## config.mk

```make
export PLATFORM = sky130hd
export DESIGN_NAME = bil_boot_loader
export DESIGN_NICKNAME = d
export VERILOG_FILES = /design/src/hw/bil_pkg.sv /design/src/hw/bil_boot_loader.sv
export SDC_FILE = /design/constraint.sdc
export NUM_CORES = 1
export LEC_CHECK = 0
export BUFFER_PORTS_ARGS = -buffer_cell sky130_fd_sc_hd__buf_2
export CORE_MARGIN = 2
export CORE_UTILIZATION = 50
export CTS_CLUSTER_SIZE = 30
export DETAILED_ROUTE_END_ITERATION = 6
export PLACE_DENSITY = 0.73
export SLEW_MARGIN = 40
export SYNTH_ARGS = -nofsm -noshare
export SYNTH_HDL_FRONTEND = slang
export SYNTH_SLANG_ARGS = --single-unit
```

## constraint.sdc

```tcl
create_clock -name clk -period 4 [get_ports clk]
set_clock_uncertainty 0.05 [all_clocks]
set_input_delay 0.4 -clock clk [delete_from_list [all_inputs] [get_ports clk]]
set_output_delay 0.4 -clock clk [all_outputs]
set_load 0.01 [all_outputs]
```

## src/hw/bil_pkg.sv

```systemverilog
// Boot image loader constants, field layout and carrier types
package bil_pkg;
  // Memory map
  localparam logic [31:0] RESET_VECTOR = 32'h0000_0000;
  localparam logic [31:0] ROM_BASE = 32'h0010_0000;
  localparam logic [31:0] SRAM_BASE = 32'h0020_0000;
  // Vector area
  localparam logic [4:0] VEC_LAST_BYTE = 5'h1F;
  localparam logic [2:0] SIZE_WORD_IDX = 3'h5;
  localparam logic [3:0] COND_ALWAYS = 4'hE;
  localparam logic [3:0] BRANCH_CODE = 4'hA;
  localparam logic [1:0] LDST_CLASS = 2'h1;
  localparam logic [3:0] PC_REG = 4'hF;
  localparam int COND_LSB = 28;
  localparam int OPC_LSB = 24;
  localparam int CLS_LSB = 26;
  localparam int PRE_BIT = 24;
  localparam int LOAD_BIT = 20;
  localparam int RN_LSB = 16;
  localparam int RD_LSB = 12;
  // Size word fields
  localparam int BLK_LSB = 0;
  localparam int EXP_LSB = 13;
  localparam int PSZ_LSB = 17;
  localparam int BLK_SHIFT = 9;
  // Fallback upload
  localparam logic [7:0] XMODEM_CRC_REQ = 8'h43;
  // USB clock synthesis
  localparam int USB_CLK_HZ = 48_000_000;
  localparam int PLL_POSTDIV = 2;
  localparam int N_XTAL = 29;
  localparam int XTAL_HZ [N_XTAL] = '{
    3000000, 3276800, 3686400, 3840000, 4000000,
    4433619, 4915200, 5000000, 5242880, 6000000,
    6144000, 6400000, 6553600, 7159090, 7372800,
    7864320, 8000000, 9830400, 10000000, 11059200,
    12000000, 12288000, 13560000, 14318180, 14745600,
    16000000, 17734470, 18432000, 20000000};

  typedef enum logic [1:0] {SRC_SPI, SRC_EEPROM, SRC_PAR} bil_src_t;

  typedef enum logic [4:0] {
    ST_OFF, ST_PLL, ST_STACK, ST_OSC, ST_IRQ, ST_VARS, ST_MAIN,
    ST_PROBE_RD, ST_PROBE_WAIT, ST_COPY_RD, ST_COPY_WAIT,
    ST_UP_START, ST_UPLOAD, ST_REMAP, ST_BRANCH, ST_RUN
  } bil_state_t;

  typedef struct packed {
    logic valid;
    bil_src_t src;
    logic [16:0] addr;
  } bil_nvm_req_t;

  typedef struct packed {
    logic ack;
    logic nak;
    logic [7:0] data;
  } bil_nvm_rsp_t;

  typedef struct packed {
    logic valid;
    logic [7:0] data;
    logic done;
  } bil_up_t;

  typedef struct packed {
    logic we;
    logic [31:0] addr;
    logic [7:0] data;
  } bil_sram_wr_t;
endpackage : bil_pkg

```

## src/hw/bil_boot_loader.sv

```systemverilog
// Boot image loader: init, probe, validate, copy, remap, branch
// Behaviour
// RULE1 - Run from reset vector only if boot select high at reset and bus exists.
// RULE2 - Valid image is copied to SRAM, then remap, then branch to zero.
// RULE3 - After reset the boot ROM shows at address zero and ROM base.
// RULE4 - Validation reads the first 32 bytes as eight vector words.
// RULE5 - All words but the sixth must be branch or PC-relative load.
// RULE6 - Each checked word needs condition field 0xE.
// RULE7 - Load accepted with base and destination PC, load and pre-index set.
// RULE8 - Sixth word bits 7..0 count 512-byte blocks to copy.
// RULE9 - Sixth word bits 16..13 give flash page count exponent.
// RULE10 - Sixth word bits 31..17 give flash page size in bytes.
// RULE11 - For EEPROM and parallel memory only the block count is used.
// RULE12 - Init order: PLL, stacks, oscillator, interrupts, variables, main.
// RULE13 - PLL factor picked from measured oscillator; listed crystals known.
// RULE14 - Probe order: serial flash, then EEPROM, then parallel memory.
// RULE15 - No valid image: fall back to USB or debug serial upload.
// RULE16 - Flash geometry comes from the sixth word, not a status read.
// RULE17 - EEPROM found by acknowledge on first read at device address 0.
// RULE18 - Uploaded image is written to SRAM from its base address.
// RULE19 - Serial fallback starts by sending 0x43.
// RULE20 - After remap SRAM sits at zero and ROM at its base.
// RULE21 - Branch word needs bits 27..24 equal to 1010.
// RULE22 - A failing source is dropped and the next one probed.
`timescale 1ns/10ps
module bil_boot_loader (
  // Clock and reset
  input wire logic clk,
  input wire logic resetn,
  // Straps
  input wire logic boot_mode_select,
  input wire logic ext_bus_present,
  // Oscillator measurement from power_management_block
  input wire logic [31:0] osc_hz,
  input wire logic osc_valid,
  // USB clock synthesis
  output logic [10:0] usb_pll_mul,
  output logic usb_pll_en,
  output logic xtal_known,
  // External memory reads
  output bil_pkg::bil_nvm_req_t nvm_req,
  input wire bil_pkg::bil_nvm_rsp_t nvm_rsp,
  // Serial flash geometry
  output logic [14:0] flash_page_size,
  output logic [15:0] flash_page_count,
  // Internal SRAM writes
  output bil_pkg::bil_sram_wr_t sram_wr,
  // Memory map
  output logic rom_at_zero,
  output logic rom_at_base,
  output logic sram_at_zero,
  // Execution control
  output logic [31:0] fetch_addr,
  output logic branch_pulse,
  output bil_pkg::bil_state_t boot_state,
  // Fallback upload
  output logic dbg_tx_valid,
  output logic [7:0] dbg_tx_data,
  input wire logic dbg_tx_ready,
  output logic usb_port_en,
  input wire bil_pkg::bil_up_t upload
);

  bil_pkg::bil_state_t state_reg;
  bil_pkg::bil_src_t src_reg;
  logic boot_en_reg;
  logic [4:0] byte_idx_reg;
  logic [31:0] word_reg;
  logic [7:0] blocks_reg;
  logic [16:0] copy_cnt_reg;
  logic [31:0] up_cnt_reg;
  logic remap_reg;
  logic [10:0] mul_reg;
  logic known_reg;
  logic pll_en_reg;
  logic [14:0] psz_reg;
  logic [15:0] pcnt_reg;
  logic tx_valid_reg;
  logic usb_en_reg;
  logic branch_reg;
  logic [31:0] fetch_reg;
  bil_pkg::bil_nvm_req_t req_reg;
  bil_pkg::bil_sram_wr_t wr_reg;

  // Crystal match table
  logic [bil_pkg::N_XTAL-1:0] xtal_hit;
  logic [10:0] xtal_mul [bil_pkg::N_XTAL];
  genvar gi;
  generate
    for (gi = 0; gi < bil_pkg::N_XTAL; gi = gi + 1)
    begin : g_xtal
      localparam int MUL = (bil_pkg::USB_CLK_HZ * bil_pkg::PLL_POSTDIV
        + bil_pkg::XTAL_HZ[gi] / 2) / bil_pkg::XTAL_HZ[gi];
      assign xtal_hit[gi] = (osc_hz == 32'(bil_pkg::XTAL_HZ[gi]));
      assign xtal_mul[gi] = 11'(MUL);
    end
  endgenerate

  // RULE13 factor selection
  logic [10:0] mul_sel;
  always_comb
  begin
    mul_sel = 11'h000;
    for (int i = 0; i < bil_pkg::N_XTAL; i++)
      if (xtal_hit[i])
        mul_sel = xtal_mul[i];
  end

  // Vector decode of the word completed by this byte
  wire [31:0] word_w = {nvm_rsp.data, word_reg[31:8]};
  wire [2:0] widx_w = byte_idx_reg[4:2];
  wire word_done = (byte_idx_reg[1:0] == 2'h3);
  // RULE6 condition field
  wire cond_ok = word_w[bil_pkg::COND_LSB +: 4] == bil_pkg::COND_ALWAYS;
  // RULE21 branch form
  wire br_ok = word_w[bil_pkg::OPC_LSB +: 4] == bil_pkg::BRANCH_CODE;
  // RULE7 PC-relative load form
  wire ld_ok = (word_w[bil_pkg::CLS_LSB +: 2] == bil_pkg::LDST_CLASS)
    && word_w[bil_pkg::PRE_BIT] && word_w[bil_pkg::LOAD_BIT]
    && (word_w[bil_pkg::RN_LSB +: 4] == bil_pkg::PC_REG)
    && (word_w[bil_pkg::RD_LSB +: 4] == bil_pkg::PC_REG);
  // RULE5 sixth word exempt
  wire is_size_word = (widx_w == bil_pkg::SIZE_WORD_IDX);
  wire vec_ok = is_size_word || (cond_ok && (br_ok || ld_ok));

  wire probing = (state_reg == bil_pkg::ST_PROBE_WAIT);
  wire got = probing && nvm_rsp.ack;
  // RULE22 source rejection
  wire probe_fail = probing
    && (nvm_rsp.nak || (nvm_rsp.ack && word_done && !vec_ok));
  wire probe_pass = got && word_done && vec_ok
    && (byte_idx_reg == bil_pkg::VEC_LAST_BYTE);
  // RULE8 copy length in bytes
  wire [16:0] copy_total = {blocks_reg, 9'h000};
  wire copy_last = (copy_cnt_reg + 17'h00001 >= copy_total);
  wire last_src = (src_reg == bil_pkg::SRC_PAR);
  wire [31:0] up_addr = bil_pkg::SRAM_BASE + up_cnt_reg;
  wire [31:0] cp_addr = bil_pkg::SRAM_BASE + {15'h0000, copy_cnt_reg};

  // Strap capture while reset is held
  // RULE1 boot enable
  always_ff @(posedge clk)
    if (!resetn)
      boot_en_reg <= boot_mode_select && ext_bus_present;

  always_ff @(posedge clk)
  begin
    if (!resetn)
    begin
      state_reg <= bil_pkg::ST_PLL;
      src_reg <= bil_pkg::SRC_SPI;
      byte_idx_reg <= 5'h00;
      word_reg <= 32'h0000_0000;
      blocks_reg <= 8'h00;
      copy_cnt_reg <= 17'h00000;
      up_cnt_reg <= 32'h0000_0000;
      remap_reg <= 1'b0;
      mul_reg <= 11'h000;
      known_reg <= 1'b0;
      pll_en_reg <= 1'b0;
      psz_reg <= 15'h0000;
      pcnt_reg <= 16'h0000;
      tx_valid_reg <= 1'b0;
      usb_en_reg <= 1'b0;
      branch_reg <= 1'b0;
      fetch_reg <= bil_pkg::RESET_VECTOR;
      req_reg <= '0;
      wr_reg <= '0;
    end
    else
    begin
      req_reg.valid <= 1'b0;
      wr_reg.we <= 1'b0;
      branch_reg <= 1'b0;
      case (state_reg)
        // RULE1 held off without strap
        bil_pkg::ST_PLL:
          if (!boot_en_reg)
            state_reg <= bil_pkg::ST_OFF;
          // RULE12 ordered init, RULE13 factor
          else if (osc_valid)
          begin
            mul_reg <= mul_sel;
            pll_en_reg <= |xtal_hit;
            state_reg <= bil_pkg::ST_STACK;
          end
        bil_pkg::ST_STACK: state_reg <= bil_pkg::ST_OSC;
        bil_pkg::ST_OSC:
        begin
          known_reg <= |xtal_hit;
          state_reg <= bil_pkg::ST_IRQ;
        end
        bil_pkg::ST_IRQ: state_reg <= bil_pkg::ST_VARS;
        bil_pkg::ST_VARS: state_reg <= bil_pkg::ST_MAIN;
        bil_pkg::ST_MAIN: state_reg <= bil_pkg::ST_PROBE_RD;
        // RULE4 read vector bytes, RULE17 first read probes ack
        bil_pkg::ST_PROBE_RD:
        begin
          req_reg <= '{valid: 1'b1, src: src_reg,
            addr: {12'h000, byte_idx_reg}};
          state_reg <= bil_pkg::ST_PROBE_WAIT;
        end
        bil_pkg::ST_PROBE_WAIT:
          // RULE14 fixed order, RULE15 fallback
          if (probe_fail)
          begin
            byte_idx_reg <= 5'h00;
            // RULE11 drop rejected geometry
            psz_reg <= 15'h0000;
            pcnt_reg <= 16'h0000;
            if (last_src)
              state_reg <= bil_pkg::ST_UP_START;
            else
            begin
              src_reg <= bil_pkg::bil_src_t'(src_reg + 2'h1);
              state_reg <= bil_pkg::ST_PROBE_RD;
            end
          end
          else if (got)
          begin
            word_reg <= word_w;
            byte_idx_reg <= byte_idx_reg + 5'h01;
            // RULE8 block count, RULE9 RULE10 RULE11 RULE16 geometry
            if (word_done && is_size_word)
            begin
              blocks_reg <= word_w[bil_pkg::BLK_LSB +: 8];
              if (src_reg == bil_pkg::SRC_SPI)
              begin
                psz_reg <= word_w[bil_pkg::PSZ_LSB +: 15];
                pcnt_reg <= 16'h0001 << word_w[bil_pkg::EXP_LSB +: 4];
              end
            end
            if (probe_pass)
            begin
              copy_cnt_reg <= 17'h00000;
              state_reg <= (blocks_reg == 8'h00 && !is_size_word)
                ? bil_pkg::ST_REMAP : bil_pkg::ST_COPY_RD;
            end
            else
              state_reg <= bil_pkg::ST_PROBE_RD;
          end
        // RULE2 copy image into SRAM
        bil_pkg::ST_COPY_RD:
          if (copy_total == 17'h00000)
            state_reg <= bil_pkg::ST_REMAP;
          else
          begin
            req_reg <= '{valid: 1'b1, src: src_reg, addr: copy_cnt_reg};
            state_reg <= bil_pkg::ST_COPY_WAIT;
          end
        bil_pkg::ST_COPY_WAIT:
          if (nvm_rsp.ack)
          begin
            wr_reg <= '{we: 1'b1, addr: cp_addr, data: nvm_rsp.data};
            copy_cnt_reg <= copy_cnt_reg + 17'h00001;
            state_reg <= copy_last ? bil_pkg::ST_REMAP
              : bil_pkg::ST_COPY_RD;
          end
          else if (nvm_rsp.nak)
            state_reg <= bil_pkg::ST_COPY_RD;
        // RULE19 request CRC transfer, RULE15 both ports opened
        bil_pkg::ST_UP_START:
        begin
          tx_valid_reg <= 1'b1;
          usb_en_reg <= 1'b1;
          if (tx_valid_reg && dbg_tx_ready)
          begin
            tx_valid_reg <= 1'b0;
            state_reg <= bil_pkg::ST_UPLOAD;
          end
        end
        // RULE18 upload lands at SRAM base
        bil_pkg::ST_UPLOAD:
          if (upload.valid)
          begin
            wr_reg <= '{we: 1'b1, addr: up_addr, data: upload.data};
            up_cnt_reg <= up_cnt_reg + 32'h0000_0001;
          end
          else if (upload.done)
            state_reg <= bil_pkg::ST_REMAP;
        // RULE2 RULE20 remap then branch
        bil_pkg::ST_REMAP:
        begin
          remap_reg <= 1'b1;
          usb_en_reg <= 1'b0;
          state_reg <= bil_pkg::ST_BRANCH;
        end
        bil_pkg::ST_BRANCH:
        begin
          branch_reg <= 1'b1;
          fetch_reg <= bil_pkg::RESET_VECTOR;
          state_reg <= bil_pkg::ST_RUN;
        end
        bil_pkg::ST_RUN: state_reg <= bil_pkg::ST_RUN;
        bil_pkg::ST_OFF: state_reg <= bil_pkg::ST_OFF;
        default: state_reg <= bil_pkg::ST_OFF;
      endcase
    end
  end

  // RULE3 RULE20 address map
  assign rom_at_zero = !remap_reg;
  assign rom_at_base = 1'b1;
  assign sram_at_zero = remap_reg;
  assign usb_pll_mul = mul_reg;
  assign usb_pll_en = pll_en_reg;
  assign xtal_known = known_reg;
  assign nvm_req = req_reg;
  assign flash_page_size = psz_reg;
  assign flash_page_count = pcnt_reg;
  assign sram_wr = wr_reg;
  assign fetch_addr = fetch_reg;
  assign branch_pulse = branch_reg;
  assign boot_state = state_reg;
  assign dbg_tx_valid = tx_valid_reg;
  assign dbg_tx_data = bil_pkg::XMODEM_CRC_REQ;
  assign usb_port_en = usb_en_reg;
endmodule : bil_boot_loader

```

---- Word level (Yosys, flattened, before mapping) ----
Cells that the tools add are included.
cells by class
  reductions and logical operators ........ 45
  bitwise logic cells ..................... 2
  equality and inequality tests ........... 65
  mux-type cells .......................... 67
  order comparisons ....................... 1
  shift-type cells ........................ 1
  $add $sub $neg .......................... 6
operators with widths
  operator                                                                  number
  32-bit by 23-bit equality test with 1-bit output (second input constant)  12
  11-bit two-way mux                                                        28
  32-bit by 24-bit equality test with 1-bit output (second input constant)  9
  32-bit by 22-bit equality test with 1-bit output (second input constant)  5
  32-bit by 25-bit equality test with 1-bit output (second input constant)  3
  41-bit two-way mux                                                        2
  41-bit case mux with 2 select lines                                       1
  5-bit case mux with 14 select lines                                       1
  17-bit two-way mux                                                        4
  16-bit two-way mux                                                        4
  15-bit two-way mux                                                        4
  5-bit two-way mux                                                         11
  5-bit by 4-bit equality test with 1-bit output (second input constant)    8
  20-bit case mux with 2 select lines                                       1
  17-bit case mux with 2 select lines                                       1
  22-bit by 32-bit adder with 32-bit output (first input constant)          1
  32-bit by 1-bit adder with 32-bit output (second input constant)          1
  29-bit OR reduction                                                       1
  22-bit by 17-bit adder with 23-bit output (first input constant)          1
  5-bit by 3-bit equality test with 1-bit output (second input constant)    4
  20-bit two-way mux                                                        1
  17-bit by 1-bit adder with 17-bit output (second input constant)          1
  17-bit >= comparator                                                      1
  17-bit logical NOT                                                        1
  32 further kinds                                                          81
word-level totals
  bits of input ports ..................... 58
  logic and storage cells ................. 210
  register bits ........................... 211
  output and inout bits ................... 156

---- Depth between registers and ports, before layout ----
Gate-level depths: netlist (run 1).
  depth after elaboration ................. 30
  mapped depth ............................ 14
  depth with buffers taken out ............ 13

---- Worst setup path after synthesis (run 1) ----
No wires, ideal clock.
  path type ............................... register to register
  start point ............................. register copy_cnt_reg[0]
  end point ............................... register state_reg[2] (netlist: boot_state[2])
  path buffers ............................ 2
  setup time .............................. 60 ps
  cell stages (with the launch flop) ...... 15
  data required time ...................... 3,890 ps
  arrival ................................. 3,072 ps
  path slack .............................. 818 ps
  clock period less this slack ............ 3,182 ps
  cells stage by stage .................... dfxtp_1 ha_1 and3_1 and3_1 clkbuf_1 and3_1 clkbuf_1 nand3_1 xnor2_1 ha_1 nand3_1 or3_1 or4_1 a21oi_1 o311a_1
on the way
  word-level cells in the longest chain between the ends .. 5
ends and longest elaborated chain
  item                                      line                    source
  start, declared                           bil_boot_loader.sv:70   logic [16:0] copy_cnt_reg;
  start signal, assigned                    bil_boot_loader.sv:255  copy_cnt_reg <= copy_cnt_reg + 17'h00001;
  17-bit by 1-bit adder with 17-bit output  bil_boot_loader.sv:135  wire copy_last = (copy_cnt_reg + 17'h00001 >= copy_total);
  17-bit >= comparator                      bil_boot_loader.sv:135
  3-bit two-way mux                         bil_boot_loader.sv:256  state_reg <= copy_last ? bil_pkg::ST_REMAP
  5-bit two-way mux                         bil_boot_loader.sv:252  if (nvm_rsp.ack)
  5-bit case mux with 14 select lines       bil_boot_loader.sv:175  case (state_reg)
  end signal, assigned                      bil_boot_loader.sv:179  state_reg <= bil_pkg::ST_OFF;
  end signal, assigned                      bil_boot_loader.sv:256
  end signal, assigned                      bil_boot_loader.sv:260  state_reg <= bil_pkg::ST_COPY_RD;
  end, declared                             bil_boot_loader.sv:64   bil_pkg::bil_state_t state_reg;
No other way between the ends.
A chain may end at the register's enable or synchronous reset.

---- Worst setup path after layout (run 1) ----
Same ends and word-level chain as after synthesis.

==> flow_metrics.py, run 1 <==
metrics = {
    "clocking": {
        "clk_latency_ns": 0.44,
        "tritoncts": "yes",
        "post_cts_buffers": 0,
        "cts_root_buf": "clkbuf_16",
        "cts_buffer_depth": 2,
        "postCtsHoldBufs": 0,
        "path_clk_slew_ns": 0.07,
        "cts_inserted_buffers": 17,
        "htree_levels": 4,
        "clock-sinks": 197,
        "cts_resized": 0,
    },
    "critical_path": {
        "crit_buf_inv": 0,
        "crit_chain": "ha_1 -> and3_1 -> and3_1 -> and3_1 -> nand3_1 -> xnor2_1 -> ha_1 -> nand3_1 -> or3_1 -> or4_1 -> a21oi_1 -> o311a_1",
        "critPathMaxStageDelay_ns": 0.49,
        "worst-setup-path-type": "reg -> reg",
        "worst_path_most_repeated_cell": "and3_1",
        "cp-start-kind": "flop",
        "critical_path.top_delay_family": "simple AND/OR/NAND/NOR gates",
        "crit_path_top_delay_cell": "or4_1",
        "required_ns": 4.33,
        "arrival_ns": 3.81,
        "critPathCaptureType": "flop",
        "path_max_fanout": 7,
    },
    "die": {
        "dieArea_mm2": 0.0210,
        "dieHeight_um": 145,
        "initial_core_util": 0.510,
        "core_mm2": 0.0195,
        "ios": 214,
        "chipWidth_um": 145,
        "fp-row-count": 51,
    },
    "global_route": {
        "grt_max_degree": 87,
        "grtUsageMet1": 0.332,
        "antenna_found_initial": 0,
        "grt_usage": 0.247,
        "globalRouteOverflowTotal": 0,
        "grt_busiest_layer": "met2",
        "grt_pass1_vias": 8614,
        "gr-usage-met3": 0.0494,
        "grt_pass1_wl_um": 43200,
        "met2_usage": 0.407,
    },
    "sta": {
        "slew_headroom": 0.430,
        "hold_violations": 0,
        "period_needed_ns": 3.48,
        "fmax_ghz": 0.287,
        "rsz0062_at_grt": "no",
        "worst_slack_ns": 0.521,
        "fin_crit_sh": 0.870,
        "worst_pin_slew_ns": 0.843,
        "slew_violations": 0,
        "finalSetupViolCount": 0,
        "tns_ns": 0,
    },
    "synthesis": {
        "ys_ff_latch": 197,
        "synth_ff_type": "dfxtp_1",
        "ys_types": 63,
        "synth_edf_count": 1,
        "synth_warnings": 0,
        "ys_seq_area_frac": 0.398,
        "async_reset_ff_frac": 0,
        "syn_area_mm2": 0.00993,
        "synth_cells": 1285,
        "avgSynthCellArea_um2": 7.73,
    },
    "worst_hold_path": {
        "hp-class": "in -> reg",
    },
    "place": {
        "place.detailed.hpwl_um": 19200,
        "port_buffers": 166,
        "routabilityCongestion": 0.915,
        "preCtsSetupSlack_ns": 0.587,
    },
    "detailed_routing": {
        "wl_um": 26500,
        "drc": 0,
        "vias_per_cell": 5.63,
        "drtPass1Iterations": 5,
        "drtIter0Drc": 791,
        "routed-via-count": 9448,
        "wl_per_cell_um": 15.8,
        "antenna_left": 0,
    },
    "final_layout": {
        "drive_above_1_share": 0.162,
        "largest_register_ffs": 41,
        "layout_commonest_cell": "dfxtp_1",
        "mostFrequentLayoutCells": "dfxtp_1 (196), nand2_1 (184), buf_2 (166)",
        "antenna-diode-count": 0,
        "synthToLayoutAreaGrowth_pct": 13.9,
        "finalNetCount": 1473,
    },
    "power_and_ir_drop": {
        "peakVddDrop_v": 0.000303,
        "leakage_nw": 4.28,
        "power_density_mw_per_mm2": 360,
    },
    "run_status": {
        "status": "finished clean",
    },
    "job": {
        "maxCapViolCount": 0,
    },
}
-- metrics by stage --
stage	power [mW]	hold WS, ns	utilization	instance area (um2)	instances
6_report	4.07	0.192	0.581	11300	1677
3_3_place_gp	2.43	0.391	0.551	10700	1645
3_5_place_dp	2.43	0.393	0.551	10700	1645
5_1_grt	4.24	0.185	0.581	11300	1677
2_1_floorplan	2.33	0.382	-	10100	1330
4_1_cts	4.09	0.179	0.581	11300	1677
-- kinds of logic (layout without fill, tap and decap cells) --
logic type / after synthesis / count (layout) / share of synthesized area
and+or+nand+nor: 585 / 585 / 0.291
AOI/OAI and AO/OA: 275 / 275 / 0.163
DFF: 197 / 197 / 0.398
other: 2 / 47 / 0.000756
xor gates and xnor gates: 42 / 42 / 0.0370
muxes: 12 / 12 / 0.0121
adders and majority gates: 16 / 16 / 0.0202
buffers and inverters: 156 / 238 / 0.0776
-- power by group --
| part | total (mW) | switching, mW | leakage, nW | internal (mW) |
|---|---|---|---|---|
| clock network | 1.68 | 0.794 | 0.278 | 0.882 |
| registers | 2.01 | 0.0230 | 1.59 | 1.98 |
| logic | 0.385 | 0.257 | 2.42 | 0.128 |
-- Yosys cell counts (5+ instances only) --
| master | instances | area (um2) |
|---|---|---|
| ha_1 | 16 | 200 |
| and3_1 | 13 | 81.3 |
| nor4_1 | 22 | 138 |
| xnor2_1 | 29 | 254 |
| xor2_1 | 13 | 114 |
| nand3_1 | 61 | 305 |
| buf_1 | 7 | 26.3 |
| and2_1 | 14 | 87.6 |
| or2_2 | 5 | 31.3 |
| a31oi_1 | 6 | 37.5 |
| nand2b_1 | 16 | 100 |
| nor2_1 | 131 | 492 |
| inv_1 | 24 | 90.1 |
| and4b_1 | 6 | 60.1 |
| dfxtp_1 | 196 | 3920 |
| o21ai_0 | 36 | 180 |
| nand4b_1 | 7 | 61.3 |
| buf_4 | 47 | 353 |
| or3_1 | 15 | 93.8 |
| nor2b_1 | 11 | 68.8 |
| nand2_1 | 184 | 691 |
| mux2i_1 | 12 | 120 |
| nor4b_1 | 7 | 61.3 |
| nand4_1 | 28 | 175 |
| a21oi_1 | 145 | 726 |
| nor3_1 | 36 | 180 |
| clkbuf_1 | 75 | 282 |
| a22oi_1 | 52 | 390 |
-- worst reg2reg max path, stage by stage, from the launching register on --
cell	delay, ns
dfxtp_1	0.45
ha_1	0.27
and3_1	0.22
and3_1	0.28
and3_1	0.30
nand3_1	0.12
xnor2_1	0.17
ha_1	0.31
nand3_1	0.07
or3_1	0.30
or4_1	0.49
a21oi_1	0.23
o311a_1	0.17
-- layout make-up --
cell class	count	area [um2]
clock buffer	19	433
clock inverter	13	145
fill	1854	8150
inverter	25	96.3
multi-input combinational	977	5400
sequential	197	3950
tap	265	332
timing repair buffer	181	956
-- per-layer routing --
metal / vias to the layer above / wire length, um
met2: 308 / 12500
met4: 0 / 374
met1: 4443 / 12000
met3: 35 / 1630
li1: 4662 / -
met5: - / 0
-- worst paths after layout --
path	from	endpoint	slack, ns	depth (start not counted)
worst max-delay path	copy_cnt_reg[0]$_SDFFE_PN0P_	boot_state[2]$_SDFFE_PN0P_	0.52	12
worst min-delay path	nvm_rsp[1]	flash_page_size[8]$_SDFFE_PN0P_	0.19	3
worst max register to register	copy_cnt_reg[0]$_SDFFE_PN0P_	boot_state[2]$_SDFFE_PN0P_	0.52	12
worst min register to register	sram_wr[13]$_SDFFE_PN0P_	sram_wr[13]$_SDFFE_PN0P_	0.40	2
(Power assumes the default switching activity.)
==> run 2: changes to the inputs <==
--- a/config.mk
+++ b/config.mk
@@ -6,7 +6,7 @@
 export NUM_CORES = 1
 export LEC_CHECK = 0
 export BUFFER_PORTS_ARGS = -buffer_cell sky130_fd_sc_hd__buf_2
-export CORE_MARGIN = 2
+export CORE_MARGIN = 5
 export CORE_UTILIZATION = 50
 export CTS_CLUSTER_SIZE = 30
 export DETAILED_ROUTE_END_ITERATION = 6
@@ -15,3 +15,4 @@
 export SYNTH_ARGS = -nofsm -noshare
 export SYNTH_HDL_FRONTEND = slang
 export SYNTH_SLANG_ARGS = --single-unit
+export TNS_END_PERCENT = 30
==> flow_metrics.py, run 2 (synthesis gave the netlist of run 1 again) <==
metrics = {
    "final_layout": {
        "synthToLayoutAreaGrowth_pct": 14.0,
        "seq_area_mm2": 0.00395,
        "fillCellCount": 1877,
        "mostFrequentLayoutCells": "dfxtp_1 (196), nand2_1 (183), buf_2 (166)",
        "final_util": 0.580,
        "layout_commonest_cell": "dfxtp_1",
        "finalNetCount": 1475,
        "drive_above_1_share": 0.163,
        "antenna-diode-count": 0,
        "largest_register_ffs": 41,
        "multi_input_area_mm2": 0.00540,
    },
    "die": {
        "core_mm2": 0.0195,
        "dieArea_mm2": 0.0228,
        "initial_core_util": 0.509,
        "fp-row-count": 51,
        "dieHeight_um": 151,
        "ios": 214,
        "chipWidth_um": 151,
    },
    "detailed_routing": {
        "drtIter0Drc": 877,
        "wl_per_cell_um": 16.4,
        "routed-via-count": 9486,
        "drc": 0,
        "vias_per_cell": 5.65,
        "wl_um": 27500,
        "drtPass1Iterations": 5,
        "antenna_left": 0,
    },
    "place": {
        "routabilityCongestion": 0.912,
        "preCtsSetupSlack_ns": 0.645,
        "port_buffers": 166,
        "place.detailed.hpwl_um": 20000,
    },
    "critical_path": {
        "worst-setup-path-type": "reg -> reg",
        "cp-start-kind": "flop",
        "required_ns": 4.32,
        "critPathMaxStageDelay_ns": 0.47,
        "crit_path_top_delay_cell": "or4_1",
        "crit_chain": "ha_1 -> and3_1 -> and3_1 -> and3_1 -> nand3_1 -> xnor2_1 -> ha_1 -> nand3_1 -> or3_1 -> or4_1 -> a21oi_1 -> o311a_1",
        "r2r_cells": 12,
        "arrival_ns": 3.72,
        "critPathCaptureType": "flop",
        "path_max_fanout": 7,
        "critical_path.top_delay_family": "simple AND/OR/NAND/NOR gates",
        "crit_buf_inv": 0,
        "cp.depth": 12,
        "worst_path_most_repeated_cell": "and3_1",
    },
    "global_route": {
        "globalRouteOverflowTotal": 0,
        "grt_pass1_wl_um": 43500,
        "grt_pass1_vias": 8521,
        "grt_max_degree": 96,
        "antenna_found_initial": 0,
        "grt_usage": 0.235,
    },
    "clocking": {
        "htree_levels": 4,
        "cts_inserted_buffers": 17,
        "path_clk_slew_ns": 0.07,
        "post_cts_buffers": 0,
        "cts_root_buf": "clkbuf_16",
        "clk_latency_ns": 0.44,
        "tritoncts": "yes",
        "postCtsHoldBufs": 0,
        "cts_resized": 0,
        "clock-sinks": 197,
        "cts_buffer_depth": 2,
    },
    "sta": {
        "worst_slack_ns": 0.593,
        "hold_violations": 0,
        "rsz0062_at_grt": "no",
        "slew_headroom": 0.386,
        "slew_violations": 0,
        "tns_ns": 0,
        "finalSetupViolCount": 0,
        "fin_crit_sh": 0.852,
        "fmax_ghz": 0.294,
        "period_needed_ns": 3.41,
        "worst_pin_slew_ns": 0.921,
    },
    "worst_hold_path": {
        "hold_depth": 3,
        "hp-class": "in -> reg",
    },
    "power_and_ir_drop": {
        "leakage_nw": 4.28,
        "power_frac_comb": 0.091,
        "peakVddDrop_v": 0.000353,
        "p_seq_frac": 0.496,
        "pwr-share-clk": 0.413,
        "power.switching_mw": 1.07,
        "p_int_mw": 3.02,
        "power_mw": 4.08,
        "power_density_mw_per_mm2": 360,
        "netSwitchingFraction": 0.261,
    },
    "run_status": {
        "status": "finished clean",
    },
    "job": {
        "maxCapViolCount": 0,
    },
}
[run 2: cell types whose count changed in the layout (fill, tap and decap cells not counted), moves of 2 or more]
| cell | change |
|---|---|
| buf_4 | +2 |
| clkinv_8 | -2 |
| clkinv_2 | -2 |
| clkbuf_8 | +2 |
| clkinvlp_4 | +2 |
[run 2: worst paths after layout]
kind / to / slack (ns) / start
max: boot_state[2]$_SDFFE_PN0P_ / 0.59 / copy_cnt_reg[0]$_SDFFE_PN0P_
min: word_reg[25]$_SDFFE_PN0P_ / 0.21 / nvm_rsp[1]
max reg2reg: boot_state[2]$_SDFFE_PN0P_ / 0.59 / copy_cnt_reg[0]$_SDFFE_PN0P_
min reg2reg: sram_wr[24]$_SDFFE_PN0P_ / 0.40 / sram_wr[24]$_SDFFE_PN0P_
[run 2: layer usage]
metal	global-route usage	share of wire	vias up
li1	-	-	4667
met4	0.0666	0.022	0
met1	0.319	0.45	4432
met5	0	0	-
met3	0.0518	0.062	52
met2	0.378	0.47	335
[run 2: stage by stage]
stage	hold WS [ns]	cells	area [um2]
global route	0.200	1679	11300
finish	0.206	1679	11300
CTS	0.192	1679	11300
detailed placement	0.391	1647	10700
global placement	0.390	1647	10700
floorplan	0.382	1330	10100
[run 2: power groups by stage]
stage          combinational, mW  clock [mW]  sequential (mW)
2_1_floorplan              0.273           0             2.06
3_3_place_gp               0.362           0             2.07
3_5_place_dp               0.364           0             2.07
4_1_cts                    0.366        1.71             2.02
5_1_grt                    0.412        1.80             2.02
6_report                   0.372        1.69             2.02
[run 2: tightest hold or removal path, cell delays in order]
cell	delay, ns
buf_2	0.13
nand2_1	0.06
a21oi_1	0.05
[run 2: layout make-up]
cell class | count | area share
multi-input cells | 977 | 0.476
flip-flops and latches | 197 | 0.349
repair buffers | 183 | 0.0857
clock buffers | 21 | 0.0406
well taps | 265 | 0.0293
clock inverters | 11 | 0.0102
inverters | 25 | 0.00873
